==> config.mk <==
export PLATFORM = sky130hd
export DESIGN_NAME = tdx_cipher
export DESIGN_NICKNAME = d
export VERILOG_FILES = /design/src/common/tdx_pkg.sv /design/src/rtl/tdx_fifo.sv /design/src/rtl/tdx_cipher.sv
export SDC_FILE = /design/constraint.sdc
export NUM_CORES = 2
export LEC_CHECK = 0
export CORE_ASPECT_RATIO = 0.8
export CORE_MARGIN = 1.5
export CORE_UTILIZATION = 25
export DETAILED_ROUTE_END_ITERATION = 8
export DONT_BUFFER_PORTS = 1
export PLACE_DENSITY = 0.39
export SYNTH_ARGS = -nofsm -noshare
export SYNTH_HDL_FRONTEND = slang
export SYNTH_SLANG_ARGS = --single-unit
==> constraint.sdc <==
create_clock -name pclk -period 14.4 [get_ports pclk]
set_input_delay 0.72 -clock pclk [delete_from_list [all_inputs] [get_ports pclk]]
set_output_delay 0.72 -clock pclk [all_outputs]
set_load 0.02 [all_outputs]
==> src/common/tdx_pkg.sv <==
// package: register map, field layouts, timing counts for the des/xtea cipher engine
package tdx_pkg;

   // data path widths and input buffer depth
   localparam int unsigned TDX_WORD_W     = 32;
   localparam int unsigned TDX_FIFO_DEPTH = 16;

   // register byte offsets on the apb bus
   localparam logic [11:0] TDX_OFF_CTRL   = 12'h000;
   localparam logic [11:0] TDX_OFF_MODE   = 12'h004;
   localparam logic [11:0] TDX_OFF_IEN    = 12'h010;
   localparam logic [11:0] TDX_OFF_STATUS = 12'h01C;
   localparam logic [11:0] TDX_OFF_KEY0   = 12'h020;
   localparam logic [11:0] TDX_OFF_KEY5   = 12'h034;
   localparam logic [11:0] TDX_OFF_DIN0   = 12'h040;
   localparam logic [11:0] TDX_OFF_DIN1   = 12'h044;
   localparam logic [11:0] TDX_OFF_IV0    = 12'h048;
   localparam logic [11:0] TDX_OFF_IV1    = 12'h04C;
   localparam logic [11:0] TDX_OFF_DOUT0  = 12'h050;
   localparam logic [11:0] TDX_OFF_DOUT1  = 12'h054;

   // control register bit positions
   localparam int unsigned TDX_CTRL_START = 0;
   localparam int unsigned TDX_CTRL_SWRST = 1;

   // status register bit positions
   localparam int unsigned TDX_STAT_DATRDY = 0;
   localparam int unsigned TDX_STAT_BUSY   = 1;

   // algorithm field codes
   localparam logic [1:0] TDX_ALG_DES  = 2'h0;
   localparam logic [1:0] TDX_ALG_TDES = 2'h1;
   localparam logic [1:0] TDX_ALG_XTEA = 2'h2;

   // chaining field codes
   localparam logic [2:0] TDX_CH_ECB = 3'h0;
   localparam logic [2:0] TDX_CH_CBC = 3'h1;
   localparam logic [2:0] TDX_CH_OFB = 3'h2;
   localparam logic [2:0] TDX_CH_CFB = 3'h3;

   // cfb segment size codes
   localparam logic [1:0] TDX_CFB_64 = 2'h0;
   localparam logic [1:0] TDX_CFB_32 = 2'h1;
   localparam logic [1:0] TDX_CFB_16 = 2'h2;
   localparam logic [1:0] TDX_CFB_8  = 2'h3;

   // cycle budget: one load cycle, the rounds, one finish cycle
   localparam int unsigned TDX_DES_ROUNDS  = 16;
   localparam int unsigned TDX_DES_CYCLES  = 18;
   localparam int unsigned TDX_TDES_CYCLES = 50;
   localparam logic [6:0]  TDX_DES_LAST    = 7'(TDX_DES_CYCLES - 1);
   localparam logic [6:0]  TDX_TDES_LAST   = 7'(TDX_TDES_CYCLES - 1);
   localparam logic [31:0] TDX_XTEA_DELTA  = 32'h9E3779B9;

   // mode register layout
   typedef struct packed {
      logic [13:0] rsv;
      logic [5:0]  xtea_rounds_m1;
      logic        dma_en;
      logic        last_out;
      logic [1:0]  cfb_size;
      logic [2:0]  chain;
      logic        two_key;
      logic [1:0]  algo;
      logic        auto_start;
      logic        encrypt;
   } tdx_mode_s;

   localparam logic [31:0] TDX_MODE_RESET = 32'h0001F001;

   // sequencer states
   typedef enum logic [2:0] {
      TDX_IDLE,
      TDX_FETCH_HI,
      TDX_RUN,
      TDX_OUT_LO,
      TDX_OUT_HI
   } tdx_state_e;

endpackage

==> src/rtl/tdx_fifo.sv <==
// input word buffer with valid/ready on both sides
`timescale 1ns/1ps
module tdx_fifo #(
   parameter int unsigned WIDTH = 32,
   parameter int unsigned DEPTH = 16
) (
   input  wire logic             pclk,
   input  wire logic             presetn,
   input  wire logic             wr_valid,
   input  wire logic [WIDTH-1:0] wr_data,
   output logic                  wr_ready,
   output logic                  rd_valid,
   output logic [WIDTH-1:0]      rd_data,
   input  wire logic             rd_ready
);
   localparam int unsigned AW = $clog2(DEPTH);

   typedef struct packed {
      logic [AW:0]   count;
      logic [AW-1:0] wptr;
      logic [AW-1:0] rptr;
      logic          not_full;
      logic          not_empty;
   } tdx_fifo_state_s;

   tdx_fifo_state_s       st_reg;
   tdx_fifo_state_s       st_next;
   logic [WIDTH-1:0]      mem [DEPTH];
   logic                  push;
   logic                  pop;

   assign push     = wr_valid && st_reg.not_full;
   assign pop      = rd_ready && st_reg.not_empty;
   assign wr_ready = st_reg.not_full;
   assign rd_valid = st_reg.not_empty;
   assign rd_data  = mem[st_reg.rptr];

   // pointer and level update, flags precomputed so ports come from flops
   always_comb begin
      st_next = st_reg;
      if (push) begin
         st_next.wptr = st_reg.wptr + 1'b1;
      end
      if (pop) begin
         st_next.rptr = st_reg.rptr + 1'b1;
      end
      st_next.count     = st_reg.count + (AW + 1)'(push) - (AW + 1)'(pop);
      st_next.not_full  = (st_next.count != (AW + 1)'(DEPTH));
      st_next.not_empty = (st_next.count != '0);
   end

   // state register
   always_ff @(posedge pclk or negedge presetn) begin
      if (!presetn) begin
         st_reg <= '{count: '0, wptr: '0, rptr: '0, not_full: 1'b1, not_empty: 1'b0};
      end else begin
         st_reg <= st_next;
      end
   end

   // storage array, no reset needed
   always_ff @(posedge pclk) begin
      if (push) begin
         mem[st_reg.wptr] <= wr_data;
      end
   end
endmodule

==> src/rtl/tdx_cipher.sv <==
// des / triple des / xtea block cipher engine with apb registers and stream ports
// Function
// - ecb, cbc, ofb, cfb chaining selectable
// - three 64-bit keys in word pairs
// - input block and iv in word pairs
// - load then process, result in output words
// - single des uses one key
// - single des block takes 18 cycles
// - triple des block takes 50 cycles
// - triple des with two or three keys
// - xtea 128-bit key, rounds up to 64
// - cfb segment of 8/16/32/64 bits
// - last-output mode exposes only final result
// - stream handshakes for input and output
// - one interrupt output
//
// The register offsets and the APB register port were chosen for this implementation.
`timescale 1ns/1ps
module tdx_cipher (
   input  wire logic        pclk,
   input  wire logic        presetn,
   input  wire logic [11:0] paddr,
   input  wire logic        psel,
   input  wire logic        penable,
   input  wire logic        pwrite,
   input  wire logic [31:0] pwdata,
   output logic             pready,
   output logic [31:0]      prdata,
   output logic             pslverr,
   output logic             irq,
   input  wire logic        in_valid,
   input  wire logic [31:0] in_data,
   output logic             in_ready,
   output logic             out_valid,
   output logic [31:0]      out_data,
   input  wire logic        out_ready
);
   // whole module state
   typedef struct packed {
      logic                 pready;
      logic                 pslverr;
      logic [31:0]          prdata;
      tdx_pkg::tdx_mode_s   mode;
      logic                 ien;
      logic                 datrdy;
      logic                 irq;
      logic [5:0][31:0]     key;
      logic [1:0][31:0]     din;
      logic [63:0]          iv;
      logic [63:0]          dout;
      logic [63:0]          blk;
      logic [31:0]          sum;
      logic [6:0]           cnt;
      logic                 out_valid;
      logic [31:0]          out_data;
      tdx_pkg::tdx_state_e  st;
   } tdx_state_s;

   tdx_state_s   r_reg;
   tdx_state_s   r_next;
   logic         fifo_valid;
   logic [31:0]  fifo_data;
   logic         fifo_pop;

   // keyed feistel mixing of one half block
   function automatic logic [31:0] tdx_mix(input logic [31:0] r, input logic [31:0] k);
      logic [31:0] t;
      t = r ^ k;
      return {t[26:0], t[31:27]} ^ (t + {t[15:0], t[31:16]});
   endfunction

   // round subkey from a 64-bit key and round index
   function automatic logic [31:0] tdx_subkey(input logic [63:0] k, input logic [3:0] idx);
      logic [63:0] t;
      t = {k[63:32], k[63:32]} << idx;
      return k[31:0] ^ t[63:32];
   endfunction

   // xtea half-round mixing term
   function automatic logic [31:0] tdx_xmix(input logic [31:0] v);
      return ((v << 4) ^ (v >> 5)) + v;
   endfunction

   // input stream buffer
   tdx_fifo #(
      .WIDTH (tdx_pkg::TDX_WORD_W),
      .DEPTH (tdx_pkg::TDX_FIFO_DEPTH)
   ) u_in_fifo (
      .pclk     (pclk),
      .presetn  (presetn),
      .wr_valid (in_valid),
      .wr_data  (in_data),
      .wr_ready (in_ready),
      .rd_valid (fifo_valid),
      .rd_data  (fifo_data),
      .rd_ready (fifo_pop)
   );

   // engine pulls words only while waiting for a block
   assign fifo_pop = r_reg.mode.dma_en && fifo_valid &&
                     (r_reg.st == tdx_pkg::TDX_IDLE || r_reg.st == tdx_pkg::TDX_FETCH_HI);

   // next-state logic: bus slave, sequencer, cipher rounds, chaining
   always_comb begin
      logic        acc;
      logic        wr;
      logic        idle;
      logic        start;
      logic        core_enc;
      logic [6:0]  last;
      logic [6:0]  rnd;
      logic [1:0]  stage;
      logic [3:0]  sub;
      logic        stage_dec;
      logic [1:0]  kidx;
      logic [63:0] key64;
      logic [31:0] fv;
      logic [63:0] din64;
      logic [63:0] core;
      logic [63:0] mask;
      logic [63:0] seg;
      logic [6:0]  sbits;
      logic [31:0] xk0;
      logic [31:0] xk1;
      logic [31:0] v0;
      logic [31:0] v1;
      logic [31:0] s1;
      logic        mapped;
      logic [31:0] rd;
      acc       = 1'b0;
      wr        = 1'b0;
      idle      = 1'b0;
      start     = 1'b0;
      core_enc  = 1'b0;
      last      = '0;
      rnd       = '0;
      stage     = '0;
      sub       = '0;
      stage_dec = 1'b0;
      kidx      = '0;
      key64     = '0;
      fv        = '0;
      din64     = '0;
      core      = '0;
      mask      = '0;
      seg       = '0;
      sbits     = '0;
      xk0       = '0;
      xk1       = '0;
      v0        = '0;
      v1        = '0;
      s1        = '0;
      mapped    = 1'b0;
      rd        = '0;
      r_next    = r_reg;

      // apb: one wait state, effect at the edge where pready is seen high
      acc  = psel && penable && r_reg.pready;
      wr   = acc && pwrite;
      idle = (r_reg.st == tdx_pkg::TDX_IDLE);
      r_next.pready = psel && penable && !r_reg.pready;
      mapped = (paddr == tdx_pkg::TDX_OFF_CTRL) || (paddr == tdx_pkg::TDX_OFF_MODE) ||
               (paddr == tdx_pkg::TDX_OFF_IEN) || (paddr == tdx_pkg::TDX_OFF_STATUS) ||
               (paddr >= tdx_pkg::TDX_OFF_KEY0 && paddr <= tdx_pkg::TDX_OFF_KEY5 &&
                paddr[1:0] == 2'h0) ||
               (paddr >= tdx_pkg::TDX_OFF_DIN0 && paddr <= tdx_pkg::TDX_OFF_DOUT1 &&
                paddr[1:0] == 2'h0);
      case (paddr)
         tdx_pkg::TDX_OFF_MODE:   rd = r_reg.mode;
         tdx_pkg::TDX_OFF_IEN:    rd = {31'h0, r_reg.ien};
         tdx_pkg::TDX_OFF_STATUS: rd = {30'h0, !idle, r_reg.datrdy};
         tdx_pkg::TDX_OFF_DOUT0:  rd = r_reg.dout[63:32];
         tdx_pkg::TDX_OFF_DOUT1:  rd = r_reg.dout[31:0];
         default:                 rd = 32'h0; // write-only words read as zero
      endcase
      r_next.prdata  = (r_next.pready && !pwrite) ? rd : 32'h0;
      r_next.pslverr = r_next.pready && !mapped;

      // register writes; key, iv, data and mode locked while a block runs
      if (wr && mapped && idle) begin
         case (paddr)
            tdx_pkg::TDX_OFF_MODE: r_next.mode = pwdata;
            tdx_pkg::TDX_OFF_DIN0: r_next.din[0] = pwdata;
            tdx_pkg::TDX_OFF_DIN1: begin
               r_next.din[1] = pwdata;
               start = r_reg.mode.auto_start;
            end
            tdx_pkg::TDX_OFF_IV0:  r_next.iv[63:32] = pwdata;
            tdx_pkg::TDX_OFF_IV1:  r_next.iv[31:0] = pwdata;
            tdx_pkg::TDX_OFF_CTRL: start = pwdata[tdx_pkg::TDX_CTRL_START];
            default: begin
               if (paddr >= tdx_pkg::TDX_OFF_KEY0 && paddr <= tdx_pkg::TDX_OFF_KEY5) begin
                  r_next.key[3'(paddr[4:2])] = pwdata;
               end
            end
         endcase
      end
      if (wr && paddr == tdx_pkg::TDX_OFF_IEN) begin
         r_next.ien = pwdata[0];
      end

      // output read clears data ready; a set below wins
      if (acc && !pwrite && paddr == tdx_pkg::TDX_OFF_DOUT1) begin
         r_next.datrdy = 1'b0;
      end

      // cipher direction and block length
      core_enc = r_reg.mode.encrypt || r_reg.mode.chain == tdx_pkg::TDX_CH_OFB ||
                 r_reg.mode.chain == tdx_pkg::TDX_CH_CFB;
      case (r_reg.mode.algo)
         tdx_pkg::TDX_ALG_TDES: last = tdx_pkg::TDX_TDES_LAST;
         tdx_pkg::TDX_ALG_XTEA: last = 7'(r_reg.mode.xtea_rounds_m1) + 7'h2;
         default:               last = tdx_pkg::TDX_DES_LAST;
      endcase
      din64 = {r_reg.din[0], r_reg.din[1]};

      // des/tdes round bookkeeping
      rnd   = r_reg.cnt - 7'h1;
      stage = rnd[5:4];
      sub   = rnd[3:0];
      if (r_reg.mode.algo == tdx_pkg::TDX_ALG_TDES) begin
         stage_dec = core_enc ? (stage == 2'h1) : (stage != 2'h1);
         kidx      = core_enc ? stage : 2'h2 - stage;
         if (r_reg.mode.two_key && kidx == 2'h2) begin
            kidx = 2'h0;
         end
      end else begin
         stage_dec = !core_enc;
         kidx      = 2'h0;
      end
      key64 = {r_reg.key[{kidx, 1'b0}], r_reg.key[{kidx, 1'b1}]};
      fv    = tdx_mix(r_reg.blk[31:0], tdx_subkey(key64, stage_dec ? 4'hF - sub : sub));

      // xtea key words from the first two 64-bit keys
      v0  = r_reg.blk[63:32];
      v1  = r_reg.blk[31:0];
      xk0 = r_reg.key[r_reg.sum[1:0]];
      s1  = r_reg.sum + tdx_pkg::TDX_XTEA_DELTA;

      // cfb segment mask and width
      case (r_reg.mode.cfb_size)
         tdx_pkg::TDX_CFB_32: sbits = 7'd32;
         tdx_pkg::TDX_CFB_16: sbits = 7'd16;
         tdx_pkg::TDX_CFB_8:  sbits = 7'd8;
         default:             sbits = 7'd64;
      endcase
      mask = ~(64'hFFFFFFFFFFFFFFFF >> sbits);

      // sequencer
      case (r_reg.st)
         tdx_pkg::TDX_IDLE: begin
            if (fifo_pop) begin
               r_next.din[0] = fifo_data;
               r_next.st     = tdx_pkg::TDX_FETCH_HI;
            end else if (start) begin
               r_next.cnt = 7'h0;
               r_next.st  = tdx_pkg::TDX_RUN;
            end
         end
         tdx_pkg::TDX_FETCH_HI: begin
            if (fifo_pop) begin
               r_next.din[1] = fifo_data;
               r_next.cnt    = 7'h0;
               r_next.st     = tdx_pkg::TDX_RUN;
            end
         end
         tdx_pkg::TDX_RUN: begin
            r_next.cnt = r_reg.cnt + 7'h1;
            if (r_reg.cnt == 7'h0) begin
               // load cycle: pick the cipher input for the chaining mode
               case (r_reg.mode.chain)
                  tdx_pkg::TDX_CH_CBC: r_next.blk = r_reg.mode.encrypt ? din64 ^ r_reg.iv
                                                                       : din64;
                  tdx_pkg::TDX_CH_OFB: r_next.blk = r_reg.iv;
                  tdx_pkg::TDX_CH_CFB: r_next.blk = r_reg.iv;
                  default:             r_next.blk = din64;
               endcase
               r_next.sum = core_enc ? 32'h0 : 32'(tdx_pkg::TDX_XTEA_DELTA *
                                                   (32'(r_reg.mode.xtea_rounds_m1) + 32'h1));
            end else if (r_reg.cnt != last) begin
               if (r_reg.mode.algo == tdx_pkg::TDX_ALG_XTEA) begin
                  // one full xtea cycle per clock
                  if (core_enc) begin
                     v0  = v0 + (tdx_xmix(v1) ^ (r_reg.sum + xk0));
                     xk1 = r_reg.key[s1[12:11]];
                     v1  = v1 + (tdx_xmix(v0) ^ (s1 + xk1));
                     r_next.sum = s1;
                  end else begin
                     xk1 = r_reg.key[r_reg.sum[12:11]];
                     v1  = v1 - (tdx_xmix(v0) ^ (r_reg.sum + xk1));
                     s1  = r_reg.sum - tdx_pkg::TDX_XTEA_DELTA;
                     xk0 = r_reg.key[s1[1:0]];
                     v0  = v0 - (tdx_xmix(v1) ^ (s1 + xk0));
                     r_next.sum = s1;
                  end
                  r_next.blk = {v0, v1};
               end else if (sub == 4'hF) begin
                  r_next.blk = {r_reg.blk[63:32] ^ fv, r_reg.blk[31:0]};
               end else begin
                  r_next.blk = {r_reg.blk[31:0], r_reg.blk[63:32] ^ fv};
               end
            end else begin
               // finish cycle: chain the cipher output
               core = r_reg.blk;
               case (r_reg.mode.chain)
                  tdx_pkg::TDX_CH_CBC: begin
                     r_next.dout = r_reg.mode.encrypt ? core : core ^ r_reg.iv;
                     r_next.iv   = r_reg.mode.encrypt ? core : din64;
                  end
                  tdx_pkg::TDX_CH_OFB: begin
                     r_next.dout = core ^ din64;
                     r_next.iv   = core;
                  end
                  tdx_pkg::TDX_CH_CFB: begin
                     r_next.dout = (din64 ^ core) & mask;
                     seg         = r_reg.mode.encrypt ? (din64 ^ core) & mask : din64 & mask;
                     r_next.iv   = (r_reg.iv << sbits) | (seg >> (7'd64 - sbits));
                  end
                  default: r_next.dout = core;
               endcase
               r_next.st = tdx_pkg::TDX_IDLE;
               if (!r_reg.mode.last_out) begin
                  r_next.datrdy = 1'b1;
                  if (r_reg.mode.dma_en) begin
                     r_next.out_valid = 1'b1;
                     r_next.out_data  = r_next.dout[63:32];
                     r_next.st        = tdx_pkg::TDX_OUT_LO;
                  end
               end
            end
         end
         tdx_pkg::TDX_OUT_LO: begin
            if (out_ready) begin
               r_next.out_data = r_reg.dout[31:0];
               r_next.st       = tdx_pkg::TDX_OUT_HI;
            end
         end
         tdx_pkg::TDX_OUT_HI: begin
            if (out_ready) begin
               r_next.out_valid = 1'b0;
               r_next.out_data  = 32'h0;
               r_next.st        = tdx_pkg::TDX_IDLE;
            end
         end
         default: r_next.st = tdx_pkg::TDX_IDLE;
      endcase

      // software reset of the sequencer and flag
      if (wr && paddr == tdx_pkg::TDX_OFF_CTRL && pwdata[tdx_pkg::TDX_CTRL_SWRST]) begin
         r_next.st        = tdx_pkg::TDX_IDLE;
         r_next.datrdy    = 1'b0;
         r_next.out_valid = 1'b0;
         r_next.out_data  = 32'h0;
      end

      r_next.irq = r_next.datrdy && r_next.ien;
   end

   // state register
   always_ff @(posedge pclk or negedge presetn) begin
      if (!presetn) begin
         r_reg      <= '0;
         r_reg.mode <= tdx_pkg::TDX_MODE_RESET;
         r_reg.st   <= tdx_pkg::TDX_IDLE;
      end else begin
         r_reg <= r_next;
      end
   end

   assign pready    = r_reg.pready;
   assign prdata    = r_reg.prdata;
   assign pslverr   = r_reg.pslverr;
   assign irq       = r_reg.irq;
   assign out_valid = r_reg.out_valid;
   assign out_data  = r_reg.out_data;
endmodule

# [Word level (Yosys, flattened, before mapping)]
# Memories as Yosys holds them, arrays and structs flattened.
# Cells that the tools add are included.
[totals] n_memories=1 ff_bits=607 ramBits=512 input_bits=83
[op_classes] n_shift=4 multipliers=1 muxes=81 n_eq_ne=39 add_sub_neg=26 magnitude_cmp=12 bitwise=22 n_reduce_logical=59
[memory_table] memory="u_in_fifo.mem" depth=16 word_bits=32 rd=1 rd_ports_with_merged_regs=0 write_ports=1 line="tdx_fifo.sv:28" text="logic [WIDTH-1:0] mem [DEPTH];"
[op_table] operator="32-bit two-way mux" n=21
[op_table] operator="32-bit binary-select mux with 2-bit select" n=6
[op_table] operator="128-bit two-way mux" n=3
[op_table] operator="64-bit two-way mux" n=6
[op_table] operator="64-bit one-hot mux with 3 select lines" n=2
[op_table] operator="32-bit adder" n=11
[op_table] operator="32-bit bitwise XOR" n=8
[op_table] operator="224-bit two-way mux" n=1
[op_table] operator="36-bit two-way mux" n=6
[op_table] operator="192-bit bitwise mux" n=1
[op_table] operator="96-bit two-way mux" n=2
[op_table] operator="64-bit bitwise XOR" n=3
[op_table] operator="32-bit one-hot mux with 5 select lines" n=1
[op_table] operator="64-bit bitwise AND" n=2
[op_table] operator="64-bit one-hot mux with 2 select lines" n=1
[op_table] operator="32-bit by 27-bit bitwise XOR with 32-bit output" n=4
[op_table] operator="32-bit demux with 3-bit select" n=1
[op_table] operator="32-bit one-hot mux with 3 select lines" n=1
[op_table] operator="12-bit by 7-bit == test with 1-bit output, second input constant" n=6
[op_table] operator="64-bit NOT" n=1
[op_table] operator="64-bit OR" n=1
[op_table] operator="64-bit by 4-bit << shifter with 64-bit output" n=1
[op_table] operator="64-bit by 7-bit << shifter with 64-bit output" n=1
[op_table] operator="64-bit by 7-bit >> shifter with 64-bit output" n=1
[op_table] operator="66 further kinds" n=153

# [Longest topological paths before layout]
[depth] ltp_word=21 mapped_depth=50 mapped_depth_nobuf=46

# [By module]
# Synthesis repeated with hierarchy kept, for this count alone.
[hier_totals] hier_cells=8834 area_unflattened_um2=88249.6
[modules_own_cells] module="tdx_cipher" n_inst=1 cells_per_inst=7820 area_per_inst_um2=67885.1 seq_area_each_um2=14821.7
[modules_own_cells] module="tdx_fifo" n_inst=1 cells_per_inst=1014 area_per_inst_um2=20364.5 seq_area_each_um2=15751.4

# [Least setup slack after synthesis]
# OpenSTA, ideal clock, no wires.
[synth_timing] path_kind="register to register" start="register r_reg[54] in the netlist's numbering" end="register r_reg[138] in the netlist's numbering" required_ns=14.258 stages_incl_launch_ff=47 t_arrival_ns=9.865 synth_period_minus_slack_ns=10.007 slack_ns=4.393 cell_sequence="dfrtp_1 clkbuf_1 clkbuf_1 buf_1 mux4_2 ha_1 nor2b_1 o21ai_0 a21bo_2 a21oi_1 or2_2 a21o_1 a21o_1 a21o_1 a21oi_1 xnor2_1 ha_1 nor3_1 [... 11 more ...] nand2_1 a211oi_1 nor4_1 a221oi_1 nor2_1 o21ai_0 nand2b_1 a21oi_1 xnor2_1 ha_1 clkbuf_1 nand3_1 o211ai_1 a211oi_1 or4_4 and4b_1 a2111oi_0 o41ai_1"
[synth_between] elab_chain_cells=13 elab_cells_between_ends=18 cone_classes="add/sub: 8; mux: 6; bitwise: 4"
[synth_lines] item="start, declared" line="tdx_cipher.sv:59" text="tdx_state_s r_reg;"
[synth_lines] item="start signal, assigned" line="tdx_cipher.sv:366" text="r_reg <= r_next;"
[synth_lines] item="32-bit binary-select mux with 2-bit select" line="tdx_cipher.sv:289" text="xk1 = r_reg.key[r_reg.sum[12:11]];"
[synth_lines] item="32-bit two-way mux (not written as such)" line="tdx_cipher.sv:289"
[synth_lines] item="32-bit adder" line="tdx_cipher.sv:290" text="v1 = v1 - (tdx_xmix(v0) ^ (r_reg.sum + xk1));"
[synth_lines] item="32-bit bitwise XOR" line="tdx_cipher.sv:290"
[synth_lines] item="32-bit subtractor" line="tdx_cipher.sv:290"
[synth_lines] item="32-bit by 27-bit bitwise XOR with 32-bit output" line="tdx_cipher.sv:81" text="return ((v << 4) ^ (v >> 5)) + v;"
[synth_lines] item="32-bit adder" line="tdx_cipher.sv:81"
[synth_lines] item="32-bit bitwise XOR" line="tdx_cipher.sv:293" text="v0 = v0 - (tdx_xmix(v1) ^ (s1 + xk0));"
[synth_lines] item="32-bit subtractor" line="tdx_cipher.sv:293"
[synth_lines] item="32-bit two-way mux *" line="tdx_cipher.sv:283" text="if (core_enc) begin"
[synth_lines] item="64-bit two-way mux *" line="tdx_cipher.sv:281" text="if (r_reg.mode.algo == tdx_pkg::TDX_ALG_XTEA) begin"
[synth_lines] item="96-bit two-way mux *" line="tdx_cipher.sv:280" text="end else if (r_reg.cnt != last) begin"
[synth_lines] item="96-bit two-way mux *" line="tdx_cipher.sv:269" text="if (r_reg.cnt == 7'h0) begin"
# Mark *: on every way between the ends. The rest lies on a longest branch, timed or not. The select of a mux whose other input is x is not followed.
# A chain may end at the register's enable or synchronous reset.

# [Worst setup path in the final report]
[layout_timing] start="register r_reg[44] in the netlist's numbering" end="register r_reg[106] in the netlist's numbering"
[layout_between] elab_chain_cells=13 elab_cells_between_ends=20 cone_classes="add/sub: 8; mux: 8; bitwise: 4"
[layout_lines] item="32-bit binary-select mux with 2-bit select" line="tdx_cipher.sv:237" text="xk0 = r_reg.key[r_reg.sum[1:0]];"
[layout_lines] item="32-bit two-way mux (not written as such)" line="tdx_cipher.sv:237"
[layout_lines] item="32-bit adder" line="tdx_cipher.sv:284" text="v0 = v0 + (tdx_xmix(v1) ^ (r_reg.sum + xk0));"
[layout_lines] item="32-bit bitwise XOR" line="tdx_cipher.sv:284"
[layout_lines] item="32-bit adder" line="tdx_cipher.sv:284"
[layout_lines] item="32-bit by 27-bit bitwise XOR with 32-bit output" line="tdx_cipher.sv:81"
[layout_lines] item="32-bit adder" line="tdx_cipher.sv:81"
[layout_lines] item="32-bit bitwise XOR" line="tdx_cipher.sv:286" text="v1 = v1 + (tdx_xmix(v0) ^ (s1 + xk1));"
[layout_lines] item="32-bit adder" line="tdx_cipher.sv:286"
[layout_lines] item="32-bit two-way mux *" line="tdx_cipher.sv:283"
[layout_lines] item="64-bit two-way mux *" line="tdx_cipher.sv:281"
[layout_lines] item="96-bit two-way mux *" line="tdx_cipher.sv:280"
[layout_lines] item="96-bit two-way mux *" line="tdx_cipher.sv:269"
# Marked as above.

==> results.json <==
{
  "outcome": "complete, but fails checks",
  "violations": "hold timing, capacitance limit, slew limit",
  "io_buffers": 0,
  "path_class": "reg2reg",
  "period_needed_ns": 11.99,
  "arrival_ns": 12.68,
  "synthesis.area_um2": 87700,
  "track_usage_pct": 26.5,
  "ys_seq_area_share_pct": 34.8,
  "fin_crit_sh_pct": 83.3,
  "clk_pin_slew_ns": 0.07,
  "yosysWarnings": 0,
  "fmax_ghz": 0.0834,
  "syn_nets": 9323,
  "fillCellCount": 36333,
  "grt_pass1_vias": 71118,
  "finClkSkew_ns": 0.105,
  "pre_cts_slack_ns": 2.56,
  "crit_family": "compound AO/OA/AOI/OAI gates",
  "route.vias.total": 76477,
  "routed_via_density": 5.79,
  "netlist_instances": 8695,
  "coreArea_um2": 349000,
  "slowest_delay_ns": 1.09,
  "cp_slowest_cell": "dfrtp_2",
  "cts_sinks": 1119,
  "h-tree-depth": 4,
  "cts_buffers": 143,
  "path_buf_inv": 1,
  "nets": 9099,
  "drc": 0,
  "gp_congestion": 0.977,
  "cts_root_buffer": "clkbuf_16",
  "drive_above_1_share_pct": 15.2,
  "ctsResizeCount": 0,
  "cpMostUsedCell": "a211oi_1",
  "dieHeight_um": 533,
  "worst-path-max-fanout": 38,
  "cts_tree": "built",
  "whs_ns": -0.00176,
  "grt_pass1_wl_mm": 648,
  "hold_viol": 1,
  "async_reset_ff_share_pct": 54.2,
  "grt_start_max_net_pins": 199,
  "drt_iter0_markers": 11034,
  "rsz0062_at_grt": "no",
  "syn_avg_cell_area_um2": 10.1,
  "maxSlewHeadroom_pct": -4.72,
  "ys_types": 103,
  "startpoint_type": "flop",
  "ioPinCount": 152,
  "wl_per_cell_um": 36.7,
  "cap_violations": 1,
  "clkLatencyLatePin_ns": 0.89,
  "die_w_um": 665,
  "antenna_found_initial": 57,
  "wl_mm": 485,
  "dieArea_um2": 355000,
  "initial_utilization_pct": 25.1,
  "synth_flop_cell": "dfrtp_1",
  "setup_ws_ns": 2.41,
  "hold_class": "in2async",
  "cp.required_ns": 15.08,
  "dp_hpwl_mm": 367,
  "finalSetupTns_ns": 0,
  "num_rows": 194,
  "clockBufferDepth": 4,
  "ys_seq_elements": 1119,
  "crit_path_end_kind": "flop",
  "area_growth_pct": 12.1,
  "largest_reg_flops": 524,
  "synth_edf_count": 512,
  "drt-pass1-iter-count": 9,
  "slew_violations": 7,
  "setup_violations": 0,
  "tightest_slew_ns": 1.57,
  "postRouteAntennaNets": 0,
  "grt_overflow": 0
}
per-layer routing:
| layer | track usage [%] | share of wire, % |
|---|---|---|
| met5 | 0 | 0.055 |
| met1 | 39.6 | 46 |
| met2 | 36.0 | 39 |
| met3 | 8.20 | 11 |
| met4 | 7.50 | 3.2 |
logic make-up (layout without fill, tap and decap cells):
kind of cell | count (synthesis) | count (layout) | share of synthesized area, %
and+or+nand+nor | 1901 | 1901 | 9.95
adders and majority gates | 545 | 545 | 8.29
DFF | 1119 | 1119 | 34.8
AOI/OAI and AO/OA | 2523 | 2523 | 18.8
other | 0 | 33 | 0
buffers and inverters | 932 | 806 | 4.36
xor gates and xnor gates | 904 | 904 | 9.36
muxes | 771 | 771 | 14.3
cell usage in the layout, fill, tap and decap left out, types with 95 or more instances in the layout:
cell       Yosys  routed
a222oi_1      95      95
nand2_1      689     683
clkbuf_16      0     146
mux2_2       273     272
xor2_1       272     269
o21ai_0      458     455
a31oi_1      140     140
buf_4         74     279
mux4_2       362     362
edfxtp_1     512     512
nor2_1       515     496
nor3_1       119     115
a21oi_1      742     740
mux2i_1      136     135
inv_1        231     231
nand3_1      125     124
ha_1         485     484
a211oi_1     187     186
a21o_1       233     233
dfrtp_1      600     587
xnor2_1      609     605
path summary, 6_finish.rpt:
kind | to | cells past startpoint | slack [ns] | from
max in group asynchronous | r_reg[487] | 3 | 12.43 | presetn
min reg2reg | r_reg[177] | 1 | 0.51 | r_reg[177]
max | r_reg[106] | 43 | 2.41 | r_reg[44]
max reg2reg | r_reg[106] | 43 | 2.41 | r_reg[44]
min in group pclk | r_reg[477] | 1 | 0.03 | pwdata[18]
min | prdata[28] | 2 | -0.002 | presetn
synthesized netlist by cell type, types with 61 or more instances:
cell / n / area [um^2]
inv_1: 231 / 867
dfrtp_1: 600 / 15000
o31ai_1: 61 / 458
nor2b_1: 88 / 551
xor2_1: 272 / 2380
buf_1: 113 / 424
a21oi_1: 742 / 3710
nor2_1: 515 / 1930
edfxtp_1: 512 / 15400
clkbuf_1: 487 / 1830
mux4_2: 362 / 8150
ha_1: 485 / 6070
xnor2_1: 609 / 5330
a221oi_1: 85 / 744
a21o_1: 233 / 1750
nand3_1: 125 / 626
a211oi_1: 187 / 1400
a222oi_1: 95 / 951
buf_4: 74 / 556
a31oi_1: 140 / 876
nand2b_1: 66 / 413
o21ai_0: 458 / 2290
mux2_2: 273 / 3070
nand2_1: 689 / 2590
mux2i_1: 136 / 1360
nor3_1: 119 / 596
and2_1: 76 / 475
metrics by stage:
stage	instances	area [um^2]	hold WS, ns	util, %
floorplan	8695	87700	0.424	-
CTS	13175	98200	0.00145	28.1
detailed placement	12887	93200	0.485	26.7
global route	13187	98300	0.00569	28.1
finish	13208	98300	-0.00176	28.1
global placement	12886	93200	0.484	26.7
layout make-up:
cell class | instances | area, um^2 | share of cell area, %
inverter | 233 | 875 | 0.890
timing repair buffer | 330 | 2710 | 2.76
multi-input combinational | 6644 | 53700 | 54.7
tap | 4606 | 5760 | 5.86
clock inverter | 54 | 553 | 0.563
antenna | 33 | 82.6 | 0.0840
clock buffer | 189 | 3990 | 4.05
sequential | 1119 | 30600 | 31.1
timing repair:
action | CTS | global route
endpoints found under the setup margin | 0 | 0
buffers inserted | 0 | 0
hold buffers | 45 | 0
endpoints found under the hold margin | 616 | 0
Power is left out: the tool's default activity adds up to more than one toggle a clock period on the data nets, which glitch-free logic cannot reach.
